### src/smbus_pkg.sv
package smbus_pkg;
  // Clock and bus timing
  localparam int unsigned CLK_MHZ = 50;
  localparam int unsigned SCL_HALF_NS = 5000;
  localparam int unsigned SCL_HALF_CYC = (SCL_HALF_NS * CLK_MHZ + 999) / 1000;
  localparam int unsigned BUS_FREE_NS = 50000;
  localparam int unsigned BUS_FREE_CYC = (BUS_FREE_NS * CLK_MHZ + 999) / 1000;
  localparam int unsigned LOW_TIMEOUT_MS = 25;
  localparam int unsigned LOW_TIMEOUT_CYC = LOW_TIMEOUT_MS * CLK_MHZ * 1000;
  localparam int unsigned CNT_W = 12;
  localparam int unsigned LOW_CNT_W = 21;

  // Byte layout
  localparam int unsigned DIR_BIT = 0;
  localparam int unsigned ADDR_MSB = 7;
  localparam int unsigned ADDR_LSB = 1;
  localparam logic [6:0] GC_ADDR = 7'h00;
  localparam logic [3:0] BIT_ACK = 4'h8;
  localparam logic [7:0] DATA_RESET = 8'h00;

  // Status codes, one per protocol state
  localparam logic [7:0] ST_IDLE_CODE = 8'hF8;
  localparam logic [7:0] ST_START = 8'h08;
  localparam logic [7:0] ST_RSTART = 8'h10;
  localparam logic [7:0] ST_MT_SLA_ACK = 8'h18;
  localparam logic [7:0] ST_MT_SLA_NACK = 8'h20;
  localparam logic [7:0] ST_MT_DATA_ACK = 8'h28;
  localparam logic [7:0] ST_MT_DATA_NACK = 8'h30;
  localparam logic [7:0] ST_ARB_LOST = 8'h38;
  localparam logic [7:0] ST_MR_SLA_ACK = 8'h40;
  localparam logic [7:0] ST_MR_SLA_NACK = 8'h48;
  localparam logic [7:0] ST_MR_DATA_ACK = 8'h50;
  localparam logic [7:0] ST_MR_DATA_NACK = 8'h58;
  localparam logic [7:0] ST_SR_SLA_ACK = 8'h60;
  localparam logic [7:0] ST_SR_ARB_SLA = 8'h68;
  localparam logic [7:0] ST_SR_GC_ACK = 8'h70;
  localparam logic [7:0] ST_SR_DATA_ACK = 8'h80;
  localparam logic [7:0] ST_SR_DATA_NACK = 8'h88;
  localparam logic [7:0] ST_SR_STOP = 8'hA0;
  localparam logic [7:0] ST_ST_SLA_ACK = 8'hA8;
  localparam logic [7:0] ST_ST_ARB_SLA = 8'hB0;
  localparam logic [7:0] ST_ST_DATA_ACK = 8'hB8;
  localparam logic [7:0] ST_ST_DATA_NACK = 8'hC0;
  localparam logic [7:0] ST_TIMEOUT = 8'h00;

  // Synchronised bus lines
  typedef struct packed {
    logic scl;
    logic sda;
  } line_t;
  localparam line_t LINE_IDLE = 2'h3;

  typedef enum logic [2:0] {
    S_IDLE, S_START, S_XFER, S_WAIT, S_STOP
  } state_t;
endpackage

### src/line_sync.sv
`timescale 1ns/1ps
module line_sync #(
  parameter int unsigned W = 2,
  parameter logic [W-1:0] RESET_VAL = '1
) (
  input wire logic clk,
  input wire logic rst_n,
  input wire logic [W-1:0] d,
  output logic [W-1:0] q
);
  logic [W-1:0] meta;

  // Two flops per bit, first read only by second
  generate
    for (genvar i = 0; i < W; i++) begin : g_bit
      always_ff @(posedge clk or negedge rst_n) begin
        if (!rst_n) begin
          meta[i] <= RESET_VAL[i];
          q[i] <= RESET_VAL[i];
        end else begin
          meta[i] <= d[i];
          q[i] <= meta[i];
        end
      end
    end
  endgenerate
endmodule // line_sync

### src/two_wire_interface.sv
`timescale 1ns/1ps
module two_wire_interface #(
  parameter int unsigned SCL_HALF_CYC = smbus_pkg::SCL_HALF_CYC,
  parameter int unsigned BUS_FREE_CYC = smbus_pkg::BUS_FREE_CYC,
  parameter int unsigned LOW_TIMEOUT_CYC = smbus_pkg::LOW_TIMEOUT_CYC
) (
  input wire logic CLK,
  input wire logic RST_N,
  input wire logic ENABLE,
  input wire logic START_REQ,
  input wire logic STOP_REQ,
  input wire logic CLEAR_EVENT,
  input wire logic ACK_EN,
  input wire logic [6:0] OWN_ADDR,
  input wire logic GC_EN,
  input wire logic [7:0] TX_DATA,
  input wire logic SCL_IN,
  input wire logic SDA_IN,
  output logic SCL_OUT,
  output logic SCL_OE,
  output logic SDA_OUT,
  output logic SDA_OE,
  output logic [7:0] RX_DATA,
  output logic EVENT,
  output logic [7:0] STATUS,
  output logic BUS_BUSY,
  output logic MASTER,
  output logic START_PENDING,
  output logic STOP_PENDING,
  output logic TIMEOUT
);
  localparam int unsigned CW = smbus_pkg::CNT_W;
  localparam int unsigned LW = smbus_pkg::LOW_CNT_W;

  smbus_pkg::line_t pins;
  smbus_pkg::line_t ln;
  smbus_pkg::line_t prev;
  smbus_pkg::line_t next_prev;
  logic busy, next_busy;
  logic [CW-1:0] free_cnt, next_free_cnt;
  logic [LW-1:0] low_cnt, next_low_cnt;
  logic scl_rise, scl_fall, start_det, stop_det, free_hit, timeout_hit;

  smbus_pkg::state_t state, next_state;
  logic [1:0] phase, next_phase;
  logic [CW-1:0] cnt, next_cnt;
  logic scl_low, next_scl_low;
  logic sda_low, next_sda_low;
  logic [7:0] shreg, next_shreg;
  logic [3:0] bitcnt, next_bitcnt;
  logic tx, next_tx;
  logic dir, next_dir;
  logic addr_phase, next_addr_phase;
  logic master, next_master;
  logic addressed, next_addressed;
  logic arb_lost, next_arb_lost;
  logic ack_seen, next_ack_seen;
  logic rep, next_rep;
  logic si, next_si;
  logic start_request_bit, next_sta;
  logic sto, next_sto;
  logic [7:0] status, next_status;
  logic [7:0] rx_data, next_rx_data;
  logic timeout_pulse, next_timeout_pulse;
  logic drive_level;
  logic half_done, match, is_gc, tx_first;

  // Pins into the clock domain
  assign pins.scl = SCL_IN;
  assign pins.sda = SDA_IN;
  line_sync #(.W(2), .RESET_VAL(smbus_pkg::LINE_IDLE)) u_sync (
    .clk(CLK),
    .rst_n(RST_N),
    .d(pins),
    .q(ln)
  );

  // Bus monitor: edges, conditions, free and low timers
  always_comb begin
    scl_rise = ln.scl & ~prev.scl;
    scl_fall = ~ln.scl & prev.scl;
    start_det = prev.scl & ln.scl & prev.sda & ~ln.sda;
    stop_det = prev.scl & ln.scl & ~prev.sda & ln.sda;
    free_hit = (free_cnt == CW'(BUS_FREE_CYC));
    timeout_hit = ~ln.scl & (low_cnt == LW'(LOW_TIMEOUT_CYC - 1));
    next_prev = ln;
    next_free_cnt = '0;
    if (ln.scl && ln.sda) begin
      next_free_cnt = free_hit ? free_cnt : free_cnt + CW'(1);
    end
    next_low_cnt = '0;
    if (!ln.scl) begin
      next_low_cnt = (low_cnt == LW'(LOW_TIMEOUT_CYC)) ? low_cnt
                     : low_cnt + LW'(1);
    end
    next_busy = busy;
    if (start_det) begin
      next_busy = 1'b1;
    end else if (stop_det || free_hit) begin
      next_busy = 1'b0;
    end
  end

  always_ff @(posedge CLK or negedge RST_N) begin
    if (!RST_N) begin
      prev <= smbus_pkg::LINE_IDLE;
      free_cnt <= '0;
      low_cnt <= '0;
      busy <= 1'b0;
    end else begin
      prev <= next_prev;
      free_cnt <= next_free_cnt;
      low_cnt <= next_low_cnt;
      busy <= next_busy;
    end
  end

  // Address match for the acknowledge slot
  always_comb begin
    is_gc = GC_EN && (shreg[smbus_pkg::ADDR_MSB:smbus_pkg::ADDR_LSB]
                      == smbus_pkg::GC_ADDR);
    match = ACK_EN && (is_gc || (shreg[smbus_pkg::ADDR_MSB:smbus_pkg::ADDR_LSB]
                                 == OWN_ADDR));
    half_done = (cnt == CW'(SCL_HALF_CYC - 1));
    tx_first = (addr_phase && master) || tx;
  end

  // Protocol engine next state
  always_comb begin
    next_state = state;
    next_phase = phase;
    next_cnt = cnt + CW'(1);
    next_scl_low = scl_low;
    next_sda_low = sda_low;
    next_shreg = shreg;
    next_bitcnt = bitcnt;
    next_tx = tx;
    next_dir = dir;
    next_addr_phase = addr_phase;
    next_master = master;
    next_addressed = addressed;
    next_arb_lost = arb_lost;
    next_ack_seen = ack_seen;
    next_rep = rep;
    next_si = si;
    next_sta = start_request_bit;
    next_sto = sto;
    next_status = status;
    next_rx_data = rx_data;
    next_timeout_pulse = 1'b0;
    // Clears first, so a set below wins
    if (CLEAR_EVENT) begin
      next_si = 1'b0;
    end
    if (stop_det) begin
      next_sto = 1'b0;
    end
    unique case (state)
      smbus_pkg::S_IDLE: begin
        next_scl_low = 1'b0;
        next_sda_low = 1'b0;
        next_cnt = '0;
        if (start_det) begin
          next_state = smbus_pkg::S_XFER;
          next_bitcnt = '0;
          next_tx = 1'b0;
          next_addr_phase = 1'b1;
          next_arb_lost = 1'b0;
          next_addressed = 1'b0;
        end else if (start_request_bit && !busy) begin
          next_state = smbus_pkg::S_START;
          next_phase = 2'h0;
          next_master = 1'b1;
          next_rep = 1'b0;
        end
      end
      smbus_pkg::S_START: begin
        unique case (phase)
          2'h0: if (half_done) begin
            next_scl_low = 1'b0;
            next_phase = 2'h1;
            next_cnt = '0;
          end
          2'h1: if (!ln.scl) begin
            next_cnt = '0;
          end else if (half_done) begin
            next_sda_low = 1'b1;
            next_phase = 2'h2;
            next_cnt = '0;
          end
          2'h2: if (half_done) begin
            next_scl_low = 1'b1;
            next_phase = 2'h3;
            next_cnt = '0;
          end
          2'h3: if (half_done) begin
            next_si = 1'b1;
            next_sta = 1'b0;
            next_status = rep ? smbus_pkg::ST_RSTART : smbus_pkg::ST_START;
            next_state = smbus_pkg::S_WAIT;
            next_addr_phase = 1'b1;
            next_arb_lost = 1'b0;
          end
        endcase
      end
      smbus_pkg::S_XFER: begin
        // Master clock: low half, release, wait real high, high half
        if (master) begin
          if (scl_low) begin
            if (half_done) begin
              next_scl_low = 1'b0;
              next_cnt = '0;
            end
          end else if (!ln.scl) begin
            next_cnt = '0;
          end else if (half_done) begin
            next_scl_low = 1'b1;
            next_cnt = '0;
          end
        end
        // Sample on rising SCL
        if (scl_rise) begin
          next_bitcnt = bitcnt + 4'h1;
          if (bitcnt < smbus_pkg::BIT_ACK) begin
            next_shreg = {shreg[6:0], ln.sda};
            if (master && tx && !sda_low && !ln.sda) begin
              next_master = 1'b0;
              next_arb_lost = 1'b1;
              next_tx = 1'b0;
              next_scl_low = 1'b0;
            end
          end else begin
            next_ack_seen = ~ln.sda;
          end
        end
        // Drive on falling SCL, end of byte after the ack clock
        if (scl_fall) begin
          if (bitcnt < smbus_pkg::BIT_ACK) begin
            next_sda_low = tx & ~shreg[7];
          end else if (bitcnt == smbus_pkg::BIT_ACK) begin
            next_sda_low = ~tx & (addr_phase ? match : ACK_EN);
          end else begin
            next_sda_low = 1'b0;
            next_scl_low = 1'b1;
            next_state = smbus_pkg::S_WAIT;
            next_si = 1'b1;
            next_addr_phase = 1'b0;
            if (master) begin
              if (addr_phase) begin
                next_tx = ~dir;
                if (dir) begin
                  next_status = ack_seen ? smbus_pkg::ST_MR_SLA_ACK
                                         : smbus_pkg::ST_MR_SLA_NACK;
                end else begin
                  next_status = ack_seen ? smbus_pkg::ST_MT_SLA_ACK
                                         : smbus_pkg::ST_MT_SLA_NACK;
                end
              end else if (tx) begin
                next_status = ack_seen ? smbus_pkg::ST_MT_DATA_ACK
                                       : smbus_pkg::ST_MT_DATA_NACK;
              end else begin
                next_rx_data = shreg;
                next_status = sda_low ? smbus_pkg::ST_MR_DATA_ACK
                                      : smbus_pkg::ST_MR_DATA_NACK;
              end
            end else if (addr_phase) begin
              if (sda_low) begin
                next_addressed = 1'b1;
                next_dir = shreg[smbus_pkg::DIR_BIT];
                next_tx = shreg[smbus_pkg::DIR_BIT];
                if (shreg[smbus_pkg::DIR_BIT]) begin
                  next_status = arb_lost ? smbus_pkg::ST_ST_ARB_SLA
                                         : smbus_pkg::ST_ST_SLA_ACK;
                end else if (arb_lost) begin
                  next_status = smbus_pkg::ST_SR_ARB_SLA;
                end else begin
                  next_status = is_gc ? smbus_pkg::ST_SR_GC_ACK
                                      : smbus_pkg::ST_SR_SLA_ACK;
                end
              end else if (arb_lost) begin
                next_status = smbus_pkg::ST_ARB_LOST;
              end else begin
                next_state = smbus_pkg::S_IDLE;
                next_si = si & ~CLEAR_EVENT;
              end
            end else if (tx) begin
              next_addressed = ack_seen;
              next_status = ack_seen ? smbus_pkg::ST_ST_DATA_ACK
                                     : smbus_pkg::ST_ST_DATA_NACK;
            end else begin
              next_rx_data = shreg;
              next_status = sda_low ? smbus_pkg::ST_SR_DATA_ACK
                                    : smbus_pkg::ST_SR_DATA_NACK;
            end
          end
        end
      end
      smbus_pkg::S_WAIT: begin
        next_cnt = '0;
        next_scl_low = 1'b1;
        if (!si) begin
          if (master && sto) begin
            next_state = smbus_pkg::S_STOP;
            next_phase = 2'h0;
            next_sda_low = 1'b1;
          end else if (master && start_request_bit) begin
            next_state = smbus_pkg::S_START;
            next_phase = 2'h0;
            next_rep = 1'b1;
            next_sda_low = 1'b0;
          end else if (!master && (!addressed || sto)) begin
            next_state = smbus_pkg::S_IDLE;
            next_sto = 1'b0;
            next_addressed = 1'b0;
          end else begin
            next_state = smbus_pkg::S_XFER;
            next_bitcnt = '0;
            next_tx = tx_first;
            if (addr_phase && master) begin
              next_addr_phase = 1'b1;
              next_dir = TX_DATA[smbus_pkg::DIR_BIT];
            end
            if (tx_first) begin
              next_shreg = TX_DATA;
            end
            next_sda_low = tx_first & ~TX_DATA[7];
            next_scl_low = master;
          end
        end
      end
      smbus_pkg::S_STOP: begin
        unique case (phase)
          2'h0: if (half_done) begin
            next_scl_low = 1'b0;
            next_phase = 2'h1;
            next_cnt = '0;
          end
          2'h1: if (!ln.scl) begin
            next_cnt = '0;
          end else if (half_done) begin
            next_sda_low = 1'b0;
            next_phase = 2'h2;
            next_cnt = '0;
          end
          default: if (half_done) begin
            next_state = smbus_pkg::S_IDLE;
            next_master = 1'b0;
            next_sto = 1'b0;
          end
        endcase
      end
    endcase
    // Foreign conditions seen during a transfer
    if ((state == smbus_pkg::S_XFER || state == smbus_pkg::S_WAIT) &&
        !master) begin
      if (stop_det) begin
        next_state = smbus_pkg::S_IDLE;
        next_scl_low = 1'b0;
        next_sda_low = 1'b0;
        next_addressed = 1'b0;
        if (addressed) begin
          next_si = 1'b1;
          next_status = smbus_pkg::ST_SR_STOP;
        end
      end else if (start_det) begin
        next_state = smbus_pkg::S_XFER;
        next_bitcnt = '0;
        next_tx = 1'b0;
        next_addr_phase = 1'b1;
        next_addressed = 1'b0;
        next_scl_low = 1'b0;
        next_sda_low = 1'b0;
      end
    end
    // Clock-low timeout drops the transfer, master role and line drives; pending START/STOP requests stay set
    if (timeout_hit) begin
      next_state = smbus_pkg::S_IDLE;
      next_scl_low = 1'b0;
      next_sda_low = 1'b0;
      next_master = 1'b0;
      next_addressed = 1'b0;
      next_si = 1'b1;
      next_status = smbus_pkg::ST_TIMEOUT;
      next_timeout_pulse = 1'b1;
    end
    if (!ENABLE) begin
      next_state = smbus_pkg::S_IDLE;
      next_scl_low = 1'b0;
      next_sda_low = 1'b0;
      next_master = 1'b0;
      next_addressed = 1'b0;
    end
    // Host requests, set wins over clear
    if (START_REQ) begin
      next_sta = 1'b1;
    end
    if (STOP_REQ) begin
      next_sto = 1'b1;
    end
  end

  always_ff @(posedge CLK or negedge RST_N) begin
    if (!RST_N) begin
      state <= smbus_pkg::S_IDLE;
      phase <= 2'h0;
      cnt <= '0;
      scl_low <= 1'b0;
      sda_low <= 1'b0;
      shreg <= smbus_pkg::DATA_RESET;
      bitcnt <= 4'h0;
      tx <= 1'b0;
      dir <= 1'b0;
      addr_phase <= 1'b0;
      master <= 1'b0;
      addressed <= 1'b0;
      arb_lost <= 1'b0;
      ack_seen <= 1'b0;
      rep <= 1'b0;
      si <= 1'b0;
      start_request_bit <= 1'b0;
      sto <= 1'b0;
      status <= smbus_pkg::ST_IDLE_CODE;
      rx_data <= smbus_pkg::DATA_RESET;
      timeout_pulse <= 1'b0;
      drive_level <= 1'b0;
    end else begin
      state <= next_state;
      phase <= next_phase;
      cnt <= next_cnt;
      scl_low <= next_scl_low;
      sda_low <= next_sda_low;
      shreg <= next_shreg;
      bitcnt <= next_bitcnt;
      tx <= next_tx;
      dir <= next_dir;
      addr_phase <= next_addr_phase;
      master <= next_master;
      addressed <= next_addressed;
      arb_lost <= next_arb_lost;
      ack_seen <= next_ack_seen;
      rep <= next_rep;
      si <= next_si;
      start_request_bit <= next_sta;
      sto <= next_sto;
      status <= next_status;
      rx_data <= next_rx_data;
      timeout_pulse <= next_timeout_pulse;
      drive_level <= 1'b0;
    end
  end

  // Outputs straight from flops
  assign SCL_OUT = drive_level;
  assign SDA_OUT = drive_level;
  assign SCL_OE = scl_low;
  assign SDA_OE = sda_low;
  assign RX_DATA = rx_data;
  assign EVENT = si;
  assign STATUS = status;
  assign BUS_BUSY = busy;
  assign MASTER = master;
  assign START_PENDING = start_request_bit;
  assign STOP_PENDING = sto;
  assign TIMEOUT = timeout_pulse;
endmodule // two_wire_interface

### config.mk
export PLATFORM = sky130hd
export DESIGN_NAME = two_wire_interface
export DESIGN_NICKNAME = d
export VERILOG_FILES = /design/src/smbus_pkg.sv /design/src/line_sync.sv /design/src/two_wire_interface.sv
export SDC_FILE = /design/constraint.sdc
export NUM_CORES = 1
export LEC_CHECK = 0
export ABC_AREA = 1
export ABC_CLOCK_PERIOD_IN_PS = 2250
export BUFFER_PORTS_ARGS = -buffer_cell sky130_fd_sc_hd__buf_2
export CORE_MARGIN = 2
export CORE_UTILIZATION = 29
export DETAILED_ROUTE_END_ITERATION = 8
export PLACE_DENSITY = 0.49
export SLEW_MARGIN = 25
export SYNTH_ARGS = -nofsm -noshare
export SYNTH_HDL_FRONTEND = slang
export SYNTH_SLANG_ARGS = --single-unit
### constraint.sdc
create_clock -name CLK -period 2.25 [get_ports CLK]
set_input_delay 0.45 -clock CLK [delete_from_list [all_inputs] [get_ports CLK]]
set_output_delay 0.45 -clock CLK [all_outputs]
set_load 0.02 [all_outputs]
==> results.txt <==
area occupied by multi-input gates: 0.003249 mm2
Pre-antenna DRT Iters: 4
ys flop type: dfrtp_1
share of cells above drive strength 1: 18.51%
LEAKAGE: 0.003449 uW
Worst EP required: 2.53 ns
WL final: 17.27 mm
FMAX: 516.1 MHz
Placement Rows: 53
Switching Share: 39.44%
die area: 0.02294 mm2
worst reg2reg endpoint: state[1]
Core Area: 0.02115 mm2
final number of max-transition violations: 0
CP Launch Type: flip-flop
commonest non-fill, non-tap cells in the layout: nand2_1, inv_1, nor2_1, dfrtp_1, nand3_1
Tot Pwr: 5718 uW
die width: 151.5 um
Syn-to-layout area delta: 13.71%
Post-DRT Antenna Nets: 0
clock skew: 0.01276 ns
Residual DRC: 0
Setup Buffers After CTS: 0
post-CTS sizing: 0
# setup viols final: 0
register area: 0.002491 mm2
Reg-to-Reg Start: prev[1]
final hold vios: 0
Hold Buf Count CTS: 0
IO Port Bufs: 48
hpwl dp: 13.10 mm
logic gate share of total power: 34.3%
total vias in the final route: 5606
post-synthesis sequential area ratio: 39.50%
H-tree levels: 3
YS warnings: 0
cts bufs inserted: 9
RSZ-0062 raised after global routing: false
Hold Path Class: in2async
P_sw: 2255 uW
Clk Latency, worst-skew pair: 0.37 ns
final net count: 936
DRT iter0 DRCs: 421
Post-synth EDFFs: 0
cell area after synthesis: 0.006307 mm2
CP max-delay cell: dfstp_2
total global routing overflow: 0
commonest non-fill, non-tap cell in the layout: nand2_1
Peak VDD IR: 355.3 uV
syn_area_per_cell: 7.455 um2
worst r2r path cells: 10
vias per cell: 4.763
# diodes: 0
register bit total from synthesis: 99
pin count of the biggest net entering global routing: 38
antenna violations before repair: 0
CTS tree: built
PwrDens: 797.3 mW/mm2
Post-synth ARST share: 100.0%
WL per Instance: 14.67 um
Clock Power Share: 28.4%
Int Pwr: 3463 uW
Starting Density: 29.82%
Worst-path clk slew: 0.07 ns
Unique masters post-synth: 48
max-cap viol count: 0
Sink Count: 99
clk root buf: clkbuf_16
first-pass GRT wire length: 28.87 mm
status: finished clean
critical-path cell list: inv_1 -> nor2_2 -> nand3_1 -> nor2_1 -> nand2_1 -> nand2_1 -> nor2_1 -> nand2_1 -> nand2_1 -> a21boi_2
setup TNS: 0 ns
CP most frequent cell: nand2_1
crit path DAT: 2.22 ns
Post-Synthesis Cells: 846
Max Buffers Root-to-Sink: 2
Tcrit/Tclk final: 86.11%
Seq pwr share: 37.4%
minimum clock period: 1.938 ns
CP Launch Point: prev[1]
die height: 151.5 um
fill count: 2275
GRT Overall Usage: 16.16%
vias in the first global route: 5555
Worst Setup End Kind: flip-flop
reg2reg setup slack: 0.31 ns
GP Congestion: 0.9728
CP max stage delay: 0.57 ns
WS Path Type: reg2reg
peak fanout along the critical path: 4
I/O pin total: 51
-- power groups by stage --
stage	Clock (uW)	Sequential [uW]	Combinational (uW)
3_5_place_dp	0	2170	1940
2_1_floorplan	0	2140	1440
3_3_place_gp	0	2170	1960
6_report	1620	2140	1960
4_1_cts	1680	2130	1950
5_1_grt	1760	2160	2210
-- layout make-up --
cell class | count | area share (%)
clock inverters | 6 | 0.8897
repair buffers | 56 | 4.571
flip-flops and latches | 99 | 34.73
clock buffers | 10 | 3.332
inverters | 121 | 6.368
multi-input cells | 610 | 45.31
well taps | 275 | 4.798
-- sequential cells by signal, summed over array words and instances, names as in the netlist, 3 cells and up --
name      count
free_cnt     12
low_cnt      21
STATUS        8
RX_DATA       8
cnt          12
state         3
shreg         8
bitcnt        4
-- critical path: cells and delay by family (launching register included) --
family          cells  cell delay, ns
simple gates        8            1.08
flops               1            0.57
compound gates      1            0.13
buf+inv             1            0.07
-- cells by family (layout without fill, tap and decap cells) --
| family | after synthesis | in the layout | share of synthesized area (%) |
|---|---|---|---|
| compound gates | 139 | 139 | 13.73 |
| other cells | 1 | 2 | 0.05945 |
| simple gates | 434 | 434 | 31.98 |
| buf+inv | 138 | 193 | 9.046 |
| fa+ha+maj | 14 | 14 | 2.777 |
| flops | 99 | 99 | 39.50 |
| xor+xnor | 21 | 21 | 2.916 |
-- stage by stage --
| stage | instance area [um2] | instances | util [%] | hold slack [ns] | setup slack, ns |
|---|---|---|---|---|---|
| 2_1_floorplan | 6311 | 847 | - | 0.1544 | 0.6852 |
| 3_3_place_gp | 6869 | 1161 | 32.47 | 0.3506 | 0.3090 |
| 3_5_place_dp | 6869 | 1161 | 32.47 | 0.3468 | 0.3387 |
| 4_1_cts | 7172 | 1177 | 33.90 | 0.03406 | 0.3193 |
| 5_1_grt | 7172 | 1177 | 33.90 | 0.04724 | 0.2060 |
| 6_report | 7172 | 1177 | 33.90 | 0.01702 | 0.3124 |
-- routing by layer --
layer  track usage [%]  vias up  wire length [um]
met5                 0        -                 0
met4             3.738        0               222
li1                  -     2841                 -
met2             24.98      150              7686
met1             22.69     2597              8360
met3             4.132       18               995
-- how the worst max path moves through the flow --
stage,endpoint,slack (ns)
2_1_floorplan,shreg[2],0.69
3_3_place_gp,state[1],0.31
3_5_place_dp,state[1],0.34
4_1_cts,state[1],0.32
5_1_grt,state[1],0.21
6_report,state[1],0.31
-- synth_stat cells (2+ instances only) --
cell type | number | area, um2
clkbuf_1 | 5 | 18.77
ha_1 | 14 | 175.2
nand4_1 | 11 | 68.82
nand2_4 | 8 | 90.09
dfrtp_1 | 88 | 2202
o2111ai_1 | 2 | 17.52
o31ai_1 | 2 | 15.01
nor2_1 | 90 | 337.8
nand3b_1 | 2 | 15.01
xor2_1 | 11 | 96.34
a21oi_2 | 4 | 35.03
nor3_2 | 4 | 40.04
nand2_1 | 195 | 732.0
a21oi_1 | 37 | 185.2
buf_6 | 4 | 45.04
a31oi_1 | 5 | 31.28
buf_4 | 4 | 30.03
o21ai_2 | 18 | 157.7
nor3_1 | 22 | 110.1
nor2_4 | 9 | 101.4
o21ai_1 | 3 | 15.01
o211ai_1 | 14 | 105.1
nand3_1 | 59 | 295.3
buf_2 | 4 | 20.02
nand2_2 | 10 | 62.56
nor4_1 | 6 | 37.54
o21ai_0 | 44 | 220.2
nor2_2 | 13 | 81.33
inv_2 | 13 | 48.80
inv_1 | 107 | 401.6
dfstp_2 | 11 | 289.0
xnor2_1 | 10 | 87.58
a211oi_1 | 2 | 15.01
Power figures use the tool's default switching activity.
